$ cat src/rtl/phb_pkg.sv
// package for the host bus port: address map, bus widths, timing counts
// assumes a 200 MHz core clock; inputs already synchronous to it
`default_nettype none
package phb_pkg;
    // ------------------------------------------------------------------
    // widths and address fields
    // ------------------------------------------------------------------
    localparam int ADDR_W = 8;
    localparam int DATA_W = 32;
    localparam int HALF_W = 16;
    localparam int LOW_ADDR_HI = 2;
    localparam int LOW_ADDR_LO = 1;
    localparam int UP_ADDR_HI = 7;
    localparam int UP_ADDR_LO = 3;
    // ------------------------------------------------------------------
    // resource map, word index a[7:3] (own layout of the port)
    // ------------------------------------------------------------------
    localparam logic [4:0] IDX_RX_DATA = 5'h00;
    localparam logic [4:0] IDX_TX_DATA = 5'h04;
    localparam logic [4:0] IDX_RX_STS = 5'h08;
    localparam logic [4:0] IDX_TX_STS = 5'h09;
    localparam logic [4:0] IDX_CSR_LO = 5'h0A;
    // ------------------------------------------------------------------
    // burst limits and timing
    // ------------------------------------------------------------------
    localparam logic [4:0] BURST_MAX_DW = 5'h08;
    localparam logic [4:0] BURST_MAX_W = 5'h10;
    localparam int CLK_PERIOD_PS = 5000;
    localparam int T_DSU_NS = 7;
    localparam int T_DOFF_NS = 7;
    // longest time, rounded down, at least one cycle
    localparam int T_DOFF_CYC = (T_DOFF_NS * 1000 / CLK_PERIOD_PS) < 1 ? 1
        : (T_DOFF_NS * 1000 / CLK_PERIOD_PS);
    localparam logic [DATA_W-1:0] RST_DATA = 32'h0000_0000;

    // request to the core side
    typedef struct packed {
        logic rd;
        logic wr;
        logic fifo;
        logic [ADDR_W-1:0] addr;
        logic [DATA_W-1:0] data;
    } phb_req_t;

    typedef enum logic [1:0] {
        ST_IDLE,
        ST_READ,
        ST_WRITE
    } phb_state_t;
endpackage
`default_nettype wire

$ cat src/rtl/phb_port.sv
// host bus port: strobe decode, read snapshot, write capture, burst count
// assumes strobes, address and data are already synchronous to CLK_I
`timescale 1ns/1ps
`default_nettype none

// Notes on behaviour
// RL1: read starts only when select and read strobe are both low.
// RL2: read ends when either strobe rises.
// RL3: counters are snapshotted at read start, held steady for the access.
// RL4: reads reach csrs, rx data fifo, rx and tx status fifos.
// RL5: in 16-bit mode upper data half is never driven on reads.
// RL6: normal burst limited to 8 dwords or 16 words.
// RL7: host keeps strobes high at least 13 ns between accesses.
// RL8: fifo select high makes every read pop the rx data fifo.
// RL9: in fifo mode a[2:1] still used, a[7:3] ignored.
// RL10: fifo-select bursts have no length limit.
// RL11: in fifo bursts host holds a raised strobe high 13 ns.
// RL12: host drives fifo select with address timing.
// RL13: write begins with select and write low, ends when either rises.
// RL14: in 16-bit mode upper data half is ignored on writes.
// RL15: fifo select high makes every write push the tx data fifo.
// RL16: host holds read strobes 32 ns, spaces reads 45 ns.
// RL17: host holds write strobes 32 ns, spaces writes 45 ns.
// RL18: write data is captured at the first rising strobe edge.
// RL19: data drivers enabled only while a read is in progress; the registered enables here turn on and off one cycle after the read.
module phb_port (
    input wire logic CLK_I,
    input wire logic RST_N_I,
    input wire logic HOST_SELECT_N_I,
    input wire logic READ_STROBE_N_I,
    input wire logic WRITE_STROBE_N_I,
    input wire logic FIFO_SEL_I,
    input wire logic BUS16_I,
    input wire logic [phb_pkg::ADDR_W-1:0] ADDR_I,
    input wire logic [phb_pkg::DATA_W-1:0] DATA_I,
    output logic [phb_pkg::DATA_W-1:0] DATA_O,
    output logic DATA_OE_HI_O,
    output logic DATA_OE_LO_O,
    // core side: csr file, counters and fifo heads
    input wire logic [phb_pkg::DATA_W-1:0] CSR_DATA_I,
    input wire logic [phb_pkg::DATA_W-1:0] CNT_DATA_I,
    input wire logic [phb_pkg::DATA_W-1:0] RX_DATA_I,
    input wire logic [phb_pkg::DATA_W-1:0] RX_STS_I,
    input wire logic [phb_pkg::DATA_W-1:0] TX_STS_I,
    output logic [phb_pkg::ADDR_W-1:0] CSR_ADDR_O,
    output logic CSR_WR_O,
    output logic [phb_pkg::DATA_W-1:0] WR_DATA_O,
    output logic RX_POP_O,
    output logic RX_STS_POP_O,
    output logic TX_STS_POP_O,
    output logic TX_PUSH_O,
    output logic BURST_OVER_O
);
    // ------------------------------------------------------------------
    // strobe decode
    // ------------------------------------------------------------------
    // an access exists only while select and its strobe are both low;
    // either one rising ends it, so the order of the edges is free
    wire logic sel_low = !HOST_SELECT_N_I;
    wire logic rd_low = !READ_STROBE_N_I;
    wire logic wr_low = !WRITE_STROBE_N_I;
    wire logic rd_act = sel_low && rd_low; // RL1 RL2
    wire logic wr_act = sel_low && wr_low; // RL13

    // resource index from a[7:3]; a[2:1] only pick the word inside it
    wire logic [4:0] up_idx =
        ADDR_I[phb_pkg::UP_ADDR_HI:phb_pkg::UP_ADDR_LO];

    // ------------------------------------------------------------------
    // state and storage
    // ------------------------------------------------------------------
    phb_pkg::phb_state_t state;
    phb_pkg::phb_state_t next_state;
    logic [phb_pkg::ADDR_W-1:0] last_addr;
    logic [4:0] beat_cnt;
    logic [4:0] next_beat_cnt;
    // write request resampled each cycle while the write strobes stay low, held after they rise
    phb_pkg::phb_req_t wr_req;
    phb_pkg::phb_req_t next_wr_req;

    // ------------------------------------------------------------------
    // read decode
    // ------------------------------------------------------------------
    // fifo select forces the rx data slot; a[2:1] are kept as they come
    wire logic [4:0] eff_idx = FIFO_SEL_I
        ? phb_pkg::IDX_RX_DATA
        : up_idx; // RL8 RL9
    wire logic sel_rx = eff_idx[4:2] == phb_pkg::IDX_RX_DATA[4:2]; // RL4
    wire logic sel_rsts = eff_idx == phb_pkg::IDX_RX_STS;
    wire logic sel_tsts = eff_idx == phb_pkg::IDX_TX_STS;
    wire logic sel_cnt = eff_idx == phb_pkg::IDX_CSR_LO;

    // fifo heads first, then counters, then the plain csr file
    wire logic [phb_pkg::DATA_W-1:0] rd_mux = sel_rx ? RX_DATA_I
        : sel_rsts ? RX_STS_I
        : sel_tsts ? TX_STS_I
        : sel_cnt ? CNT_DATA_I
        : CSR_DATA_I; // RL4

    // ------------------------------------------------------------------
    // burst beats
    // ------------------------------------------------------------------
    // a new beat inside a burst is an address change while strobes hold;
    // a host may park on one address, so only a change counts as a beat
    wire logic in_read = state == phb_pkg::ST_READ;
    wire logic addr_moved = ADDR_I != last_addr;
    wire logic rd_start = rd_act && !in_read; // RL1
    wire logic rd_beat = rd_act && in_read && addr_moved;
    wire logic [4:0] burst_lim = BUS16_I
        ? phb_pkg::BURST_MAX_W
        : phb_pkg::BURST_MAX_DW; // RL6

    // beats past the limit are refused, except in fifo mode
    wire logic beat_ok = FIFO_SEL_I || (beat_cnt < burst_lim); // RL6 RL10
    wire logic beat_refused = rd_beat && !beat_ok; // RL6
    wire logic take = rd_start || (rd_beat && beat_ok);

    // refused beats do not count, so a normal burst parks at its limit;
    // in fifo mode the count may wrap, which nothing there depends on
    always_comb begin
        next_beat_cnt = beat_cnt;
        if (rd_start) begin
            next_beat_cnt = 5'h01;
        end else if (rd_beat && beat_ok) begin
            next_beat_cnt = beat_cnt + 5'h01;
        end
    end

    // ------------------------------------------------------------------
    // access state
    // ------------------------------------------------------------------
    // state holds a read or a write, never both; the first one seen wins, a read if both start together
    always_comb begin
        case (state)
            phb_pkg::ST_IDLE: begin
                next_state = rd_act ? phb_pkg::ST_READ
                    : wr_act ? phb_pkg::ST_WRITE : phb_pkg::ST_IDLE;
            end
            phb_pkg::ST_READ: begin
                next_state = rd_act ? phb_pkg::ST_READ
                    : phb_pkg::ST_IDLE; // RL2
            end
            phb_pkg::ST_WRITE: begin
                next_state = wr_act ? phb_pkg::ST_WRITE
                    : phb_pkg::ST_IDLE; // RL13
            end
            default: begin
                next_state = phb_pkg::ST_IDLE;
            end
        endcase
    end

    always_ff @(posedge CLK_I or negedge RST_N_I) begin
        if (!RST_N_I) begin
            state <= phb_pkg::ST_IDLE;
        end else begin
            state <= next_state;
        end
    end

    // last address seen while the read strobes hold; refused beats move
    // it as well, so each refused beat is flagged once, not every cycle
    always_ff @(posedge CLK_I or negedge RST_N_I) begin
        if (!RST_N_I) begin
            last_addr <= '0;
        end else if (rd_act) begin
            last_addr <= ADDR_I;
        end
    end

    // beats accepted in the current read
    always_ff @(posedge CLK_I or negedge RST_N_I) begin
        if (!RST_N_I) begin
            beat_cnt <= 5'h00;
        end else begin
            beat_cnt <= next_beat_cnt; // RL6
        end
    end

    // ------------------------------------------------------------------
    // read data and drivers
    // ------------------------------------------------------------------
    // snapshot per beat so counters stay still for the whole access
    always_ff @(posedge CLK_I or negedge RST_N_I) begin
        if (!RST_N_I) begin
            DATA_O <= phb_pkg::RST_DATA;
        end else if (take) begin
            DATA_O <= rd_mux; // RL3
        end
    end

    // lane enables: lane 0 is the low half, lane 1 the high half
    wire logic [1:0] lane_en;
    genvar lane;
    generate
        for (lane = 0; lane < 2; lane++) begin : g_lane
            if (lane == 0) begin : g_lo
                assign lane_en[lane] = rd_act; // RL19
            end else begin : g_hi
                assign lane_en[lane] = rd_act && !BUS16_I; // RL5
            end
        end
    endgenerate

    // drivers on only during a read; registered, so they follow by one
    always_ff @(posedge CLK_I or negedge RST_N_I) begin
        if (!RST_N_I) begin
            DATA_OE_LO_O <= 1'b0;
            DATA_OE_HI_O <= 1'b0;
        end else begin
            DATA_OE_LO_O <= lane_en[0]; // RL19
            DATA_OE_HI_O <= lane_en[1]; // RL5
        end
    end

    // pops are one-cycle pulses on each accepted beat
    always_ff @(posedge CLK_I or negedge RST_N_I) begin
        if (!RST_N_I) begin
            RX_POP_O <= 1'b0;
            RX_STS_POP_O <= 1'b0;
            TX_STS_POP_O <= 1'b0;
            BURST_OVER_O <= 1'b0;
        end else begin
            RX_POP_O <= take && sel_rx; // RL8
            RX_STS_POP_O <= take && sel_rsts;
            TX_STS_POP_O <= take && sel_tsts;
            BURST_OVER_O <= beat_refused; // RL6
        end
    end

    // ------------------------------------------------------------------
    // write capture
    // ------------------------------------------------------------------
    // data tracks the bus while strobes are low; the value held at the
    // first rising strobe is the one committed
    wire logic [phb_pkg::DATA_W-1:0] wr_in = BUS16_I
        ? {{phb_pkg::HALF_W{1'b0}}, DATA_I[phb_pkg::HALF_W-1:0]}
        : DATA_I; // RL14

    // request follows the pins each cycle of a write; the read flag has
    // no use on this path and stays zero
    always_comb begin
        next_wr_req = wr_req;
        next_wr_req.rd = 1'b0;
        next_wr_req.wr = wr_act; // RL13
        if (wr_act) begin
            next_wr_req.fifo = FIFO_SEL_I; // RL15
            next_wr_req.addr = ADDR_I;
            next_wr_req.data = wr_in; // RL18
        end
    end

    // held request; it keeps the last sample taken before the strobe rose
    always_ff @(posedge CLK_I or negedge RST_N_I) begin
        if (!RST_N_I) begin
            wr_req <= '0;
        end else begin
            wr_req <= next_wr_req;
        end
    end

    // commit at the first edge that sees the strobes no longer both low
    wire logic wr_end = (state == phb_pkg::ST_WRITE)
        && !wr_act; // RL18
    wire logic [2:0] wr_grp =
        wr_req.addr[phb_pkg::UP_ADDR_HI:phb_pkg::UP_ADDR_LO+2];
    wire logic wr_to_tx = wr_req.fifo
        || wr_grp == phb_pkg::IDX_TX_DATA[4:2]; // RL15
    wire logic wr_to_rx = wr_grp == phb_pkg::IDX_RX_DATA[4:2];
    // writes aimed at the rx data slot are dropped on purpose
    wire logic wr_to_csr = !wr_to_tx && !wr_to_rx;

    // one-cycle write pulses
    always_ff @(posedge CLK_I or negedge RST_N_I) begin
        if (!RST_N_I) begin
            CSR_WR_O <= 1'b0;
            TX_PUSH_O <= 1'b0;
        end else begin
            TX_PUSH_O <= wr_end && wr_to_tx; // RL15
            CSR_WR_O <= wr_end && wr_to_csr; // RL13
        end
    end

    // data and address stand from one commit to the next
    always_ff @(posedge CLK_I or negedge RST_N_I) begin
        if (!RST_N_I) begin
            WR_DATA_O <= phb_pkg::RST_DATA;
            CSR_ADDR_O <= '0;
        end else if (wr_end) begin
            WR_DATA_O <= wr_req.data; // RL14
            CSR_ADDR_O <= wr_req.addr;
        end
    end
endmodule // phb_port
`default_nettype wire

$ cat config.mk
export PLATFORM = sky130hd
export DESIGN_NAME = phb_port
export DESIGN_NICKNAME = d
export VERILOG_FILES = /design/src/rtl/phb_pkg.sv /design/src/rtl/phb_port.sv
export SDC_FILE = /design/constraint.sdc
export NUM_CORES = 1
export LEC_CHECK = 0
export BUFFER_PORTS_ARGS = -buffer_cell sky130_fd_sc_hd__buf_4
export CELL_PAD_IN_SITES_DETAIL_PLACEMENT = 0
export CELL_PAD_IN_SITES_GLOBAL_PLACEMENT = 2
export CORE_MARGIN = 10
export CORE_UTILIZATION = 31
export CTS_CLUSTER_SIZE = 10
export DETAILED_ROUTE_END_ITERATION = 10
export GPL_ROUTABILITY_DRIVEN = 0
export PLACE_DENSITY = 0.95
export SLEW_MARGIN = 20
export SYNTH_ARGS = -nofsm -noshare
export SYNTH_HDL_FRONTEND = slang
export SYNTH_SLANG_ARGS = --single-unit
$ cat constraint.sdc
create_clock -name CLK_I -period 6.55 [get_ports CLK_I]
set_input_delay 0.9825 -clock CLK_I [delete_from_list [all_inputs] [get_ports CLK_I]]
set_output_delay 0.9825 -clock CLK_I [all_outputs]
set_load 0.1 [all_outputs]
==> out/results.tsv <==
stage	metric	value	unit
power	vdd_ir_drop_max	0.158	mV
power	internal-power	0.00197	W
global_routing	grt_first_pass_wirelength	37900	um
setup_path	path_cells	buf_4, clkinv_1, ha_1, o21a_1, o21ai_0, o2111ai_2, nand2_2, mux2_2	
synth	synth_top_family_by_area	compound AO/OA/AOI/OAI gates	
timing	setup_viol	0	
worst_hold_path	hp-class	reg2reg	
setup_path	ff2ff_path_depth	6	
synth	synth-edff-count	0	
floorplan	num_rows	54	
synth	synth_mux_area_share	14.4	%
setup_path	r2r_slack	3660	ps
power	switchingPower	0.00159	W
setup_path	r2r_end	DATA_O[16]	
global_routing	antenna_found_initial	1	
clock_tree	path_clk_slew	60	ps
clock_tree	holdBufCountCts	0	
synth	synth_compound_area_share	16.1	%
detailed_routing	ant_nets	0	
worst_hold_path	min-delay-start	state[1]	
detailed_routing	wl_per_cell	20.5	um
timing	slew_viol_final	0	
setup_path	crit_start	BUS16_I	
global_routing	use_met2	26.9	%
floorplan	coreArea	21800	sq um
synth	ys_seq_elements	136	
timing	final_hold_viol_count	0	
placed_design	port_buffers	286	
synth	synth_top_cell_by_area	dfrtp_1	
power	fin_total_pwr	0.00356	W
synth	synth_ff_type	dfrtp_1	
global_routing	grt-ovfl-total	0	
synth	synth.most_common_cell	nand2_1	
timing	fmax	265	MHz
floorplan	die_h	169	um
floorplan	die_w	169	um
setup_path	cp_slowest_stage_delay	930	ps
setup_path	cp-endpoint	DATA_O[16]	
synth	yosys_warnings	0	
synth	async_flop_share	100	%
clock_tree	postCtsSetupBuffers	0	
power	p_leak	4.76	nW
clock_tree	cts_resized	0	
power	p_clk_share	26.6	%
cells_and_area	drive_above_1_share	45.7	%
setup_path	crit_path_end_kind	register	
global_routing	top_usage_layer	met2	
synth	syn_avg_cell_area	10.6	sq um
timing	grt_setup_unrepaired	no	
synth	synth.top_cell.area_share	49.7	%
synth	yosys.cell_types.count	41	
synth	synthSimpleGateAreaFrac	15.0	%
placed_design	dpl_cell_area	9200	sq um
floorplan	dieArea	28400	sq um
clock_tree	h-tree-depth	4	
clock_tree	insertion_delay	420	ps
setup_path	worstPathMaxFanout	34	
timing	fin_crit_sh	57.5	%
cells_and_area	layout.nets	1117	
setup_path	worstPathRequired	6840	ps
global_routing	grtUsageMet1	19.8	%
timing	tns	0	ps
detailed_routing	drt_pass1_iterations	4	
clock_tree	clock_sinks	136	
synth	synthAdderAreaFrac	0.366	%
detailed_routing	vias_per_cell	4.97	
power	power_density	364	nW/um^2
synth	ys_seq_area_share	49.7	%
floorplan	start_util	31.5	%
placed_design	dp_hpwl	18400	um
setup_path	start_kind	input port	
setup_path	r2r_start	beat_cnt[4]	
timing	fin_crit	3770	ps
clock_tree	cts_buffer_depth	2	
cells_and_area	synthToLayoutAreaGrowth	43.0	%
power	comb_power_share	42.9	%
global_routing	met3_usage	8.66	%
setup_path	arrival	4060	ps
power	switching_share	44.6	%
timing	max_slew_margin	28.8	%
clock_tree	cts_root_buf	clkbuf_16	
timing	max_slew.worst_pin.slew	1060	ps
cells_and_area	stdcell_area	9790	sq um
status	outcome	complete, no violations	
synth	synth.area.top_cells	dfrtp_1, mux2_2, nand2_1, mux2_4, a22o_1	
clock_tree	cts_tree	done	
global_routing	grt_use_total	16.9	%
detailed_routing	drc	0	
timing	fin_worst_skew	13.9	ps
synth	synth-xor-area-share	1.15	%
power	seqPwrFrac	30.5	%
clock_tree	cts_made_buffers	17	
synth	synth_area	6840	sq um
detailed_routing	drt_iter0_drc	345	
global_routing	grt_max_degree	77	
detailed_routing	routed_wl	24600	um
detailed_routing	vias	5973	
setup_path	crit_type	in2reg	
synth	ys_top_cells_by_count	nand2_1, dfrtp_1, mux2_2	
synth	syn-num-nets	855	
setup_path	slowest_stage	nand2_2	
global_routing	grt_pass1_vias	6413	
synth	synthCells	646	
flow_run	cap_viol_max_count	0	
floorplan	ios	287	
[power by group through the flow]
stage / clock network, W / logic, W / registers (W)
6_report: 0.000947 / 0.00153 / 0.00109
5_1_grt: 0.00101 / 0.00159 / 0.00111
4_1_cts: 0.000970 / 0.00154 / 0.00109
3_5_place_dp: 0 / 0.00154 / 0.00110
3_3_place_gp: 0 / 0.00153 / 0.00109
2_1_floorplan: 0 / 0.000271 / 0.00194
[worst min-delay path by stage]
stage | end | slack [ps] | cells after the start
finish | state[0] | 460 | 1
floorplan | state[1] | 430 | 1
detailed placement | wr_req[18] | 450 | 2
global placement | wr_req[26] | 450 | 2
CTS | wr_req[18] | 460 | 2
global route | wr_req[22] | 490 | 2
[per-layer routing]
layer / up-vias / wire, um / share of wire (%)
met5: - / 0 / 0
met4: 0 / 365 / 1.5
met3: 19 / 2710 / 11
met2: 245 / 11300 / 46
met1: 2875 / 10200 / 41
li1: 2834 / - / -
[cells in the final DEF (no fill, tap or decap), drive strengths merged, types with 4 or more instances in the layout]
| cell | netlist | layout |
|---|---|---|
| nand3 | 18 | 18 |
| a22o | 28 | 28 |
| clkinv | 1 | 5 |
| nor2 | 14 | 14 |
| clkbuf | 40 | 18 |
| mux2 | 80 | 80 |
| buf | 9 | 292 |
| a211oi | 32 | 32 |
| nor3 | 4 | 4 |
| nor2b | 34 | 34 |
| xnor2 | 8 | 8 |
| or3 | 5 | 5 |
| dfrtp | 136 | 136 |
| o221a | 28 | 28 |
| o21ai | 36 | 36 |
| inv | 2 | 6 |
| clkinvlp | 0 | 4 |
| nand2 | 140 | 140 |
| a32o | 4 | 4 |
[registers in the layout, summed over array words and instances (netlist names), 2 cells and up]
register    count
CSR_ADDR_O      8
DATA_O         32
WR_DATA_O      32
beat_cnt        5
last_addr       8
state           2
wr_grp          3
wr_req         38
[cell families after synthesis]
family	count (synthesis)
mux	81
fa+ha+maj	2
compound gates	138
flops	136
simple gates	228
xor+xnor	9
buf+inv	52
[final cells by class]
class                      count  area [sq um]
fill                        2112         12000
sequential                   136          3400
multi-input combinational    458          3240
timing repair buffer         292          2200
clock buffer                  18           439
tap                          280           350
clock inverter                14           145
inverter                       3          11.3
antenna                        1          2.50
[through the flow]
stage                     std cells  setup slack (ps)  hold WS [ps]  utilization (%)
after floorplan                 646              3290           428                -
after global placement         1169              2400           445             42.3
after detailed placement       1169              2330           451             42.3
after CTS                      1201              2790           463             45.0
after global routing           1202              2450           485             45.0
final                          1202              2780           460             45.0
[worst max-delay path: cells and delay by family]
kind / cells / cell delay, ps
simple gates: 1 / 930
mux: 1 / 420
compound gates: 3 / 730
buf+inv: 2 / 530
fa+ha+maj: 1 / 450
Note: power is estimated with default switching activity, not from simulation.
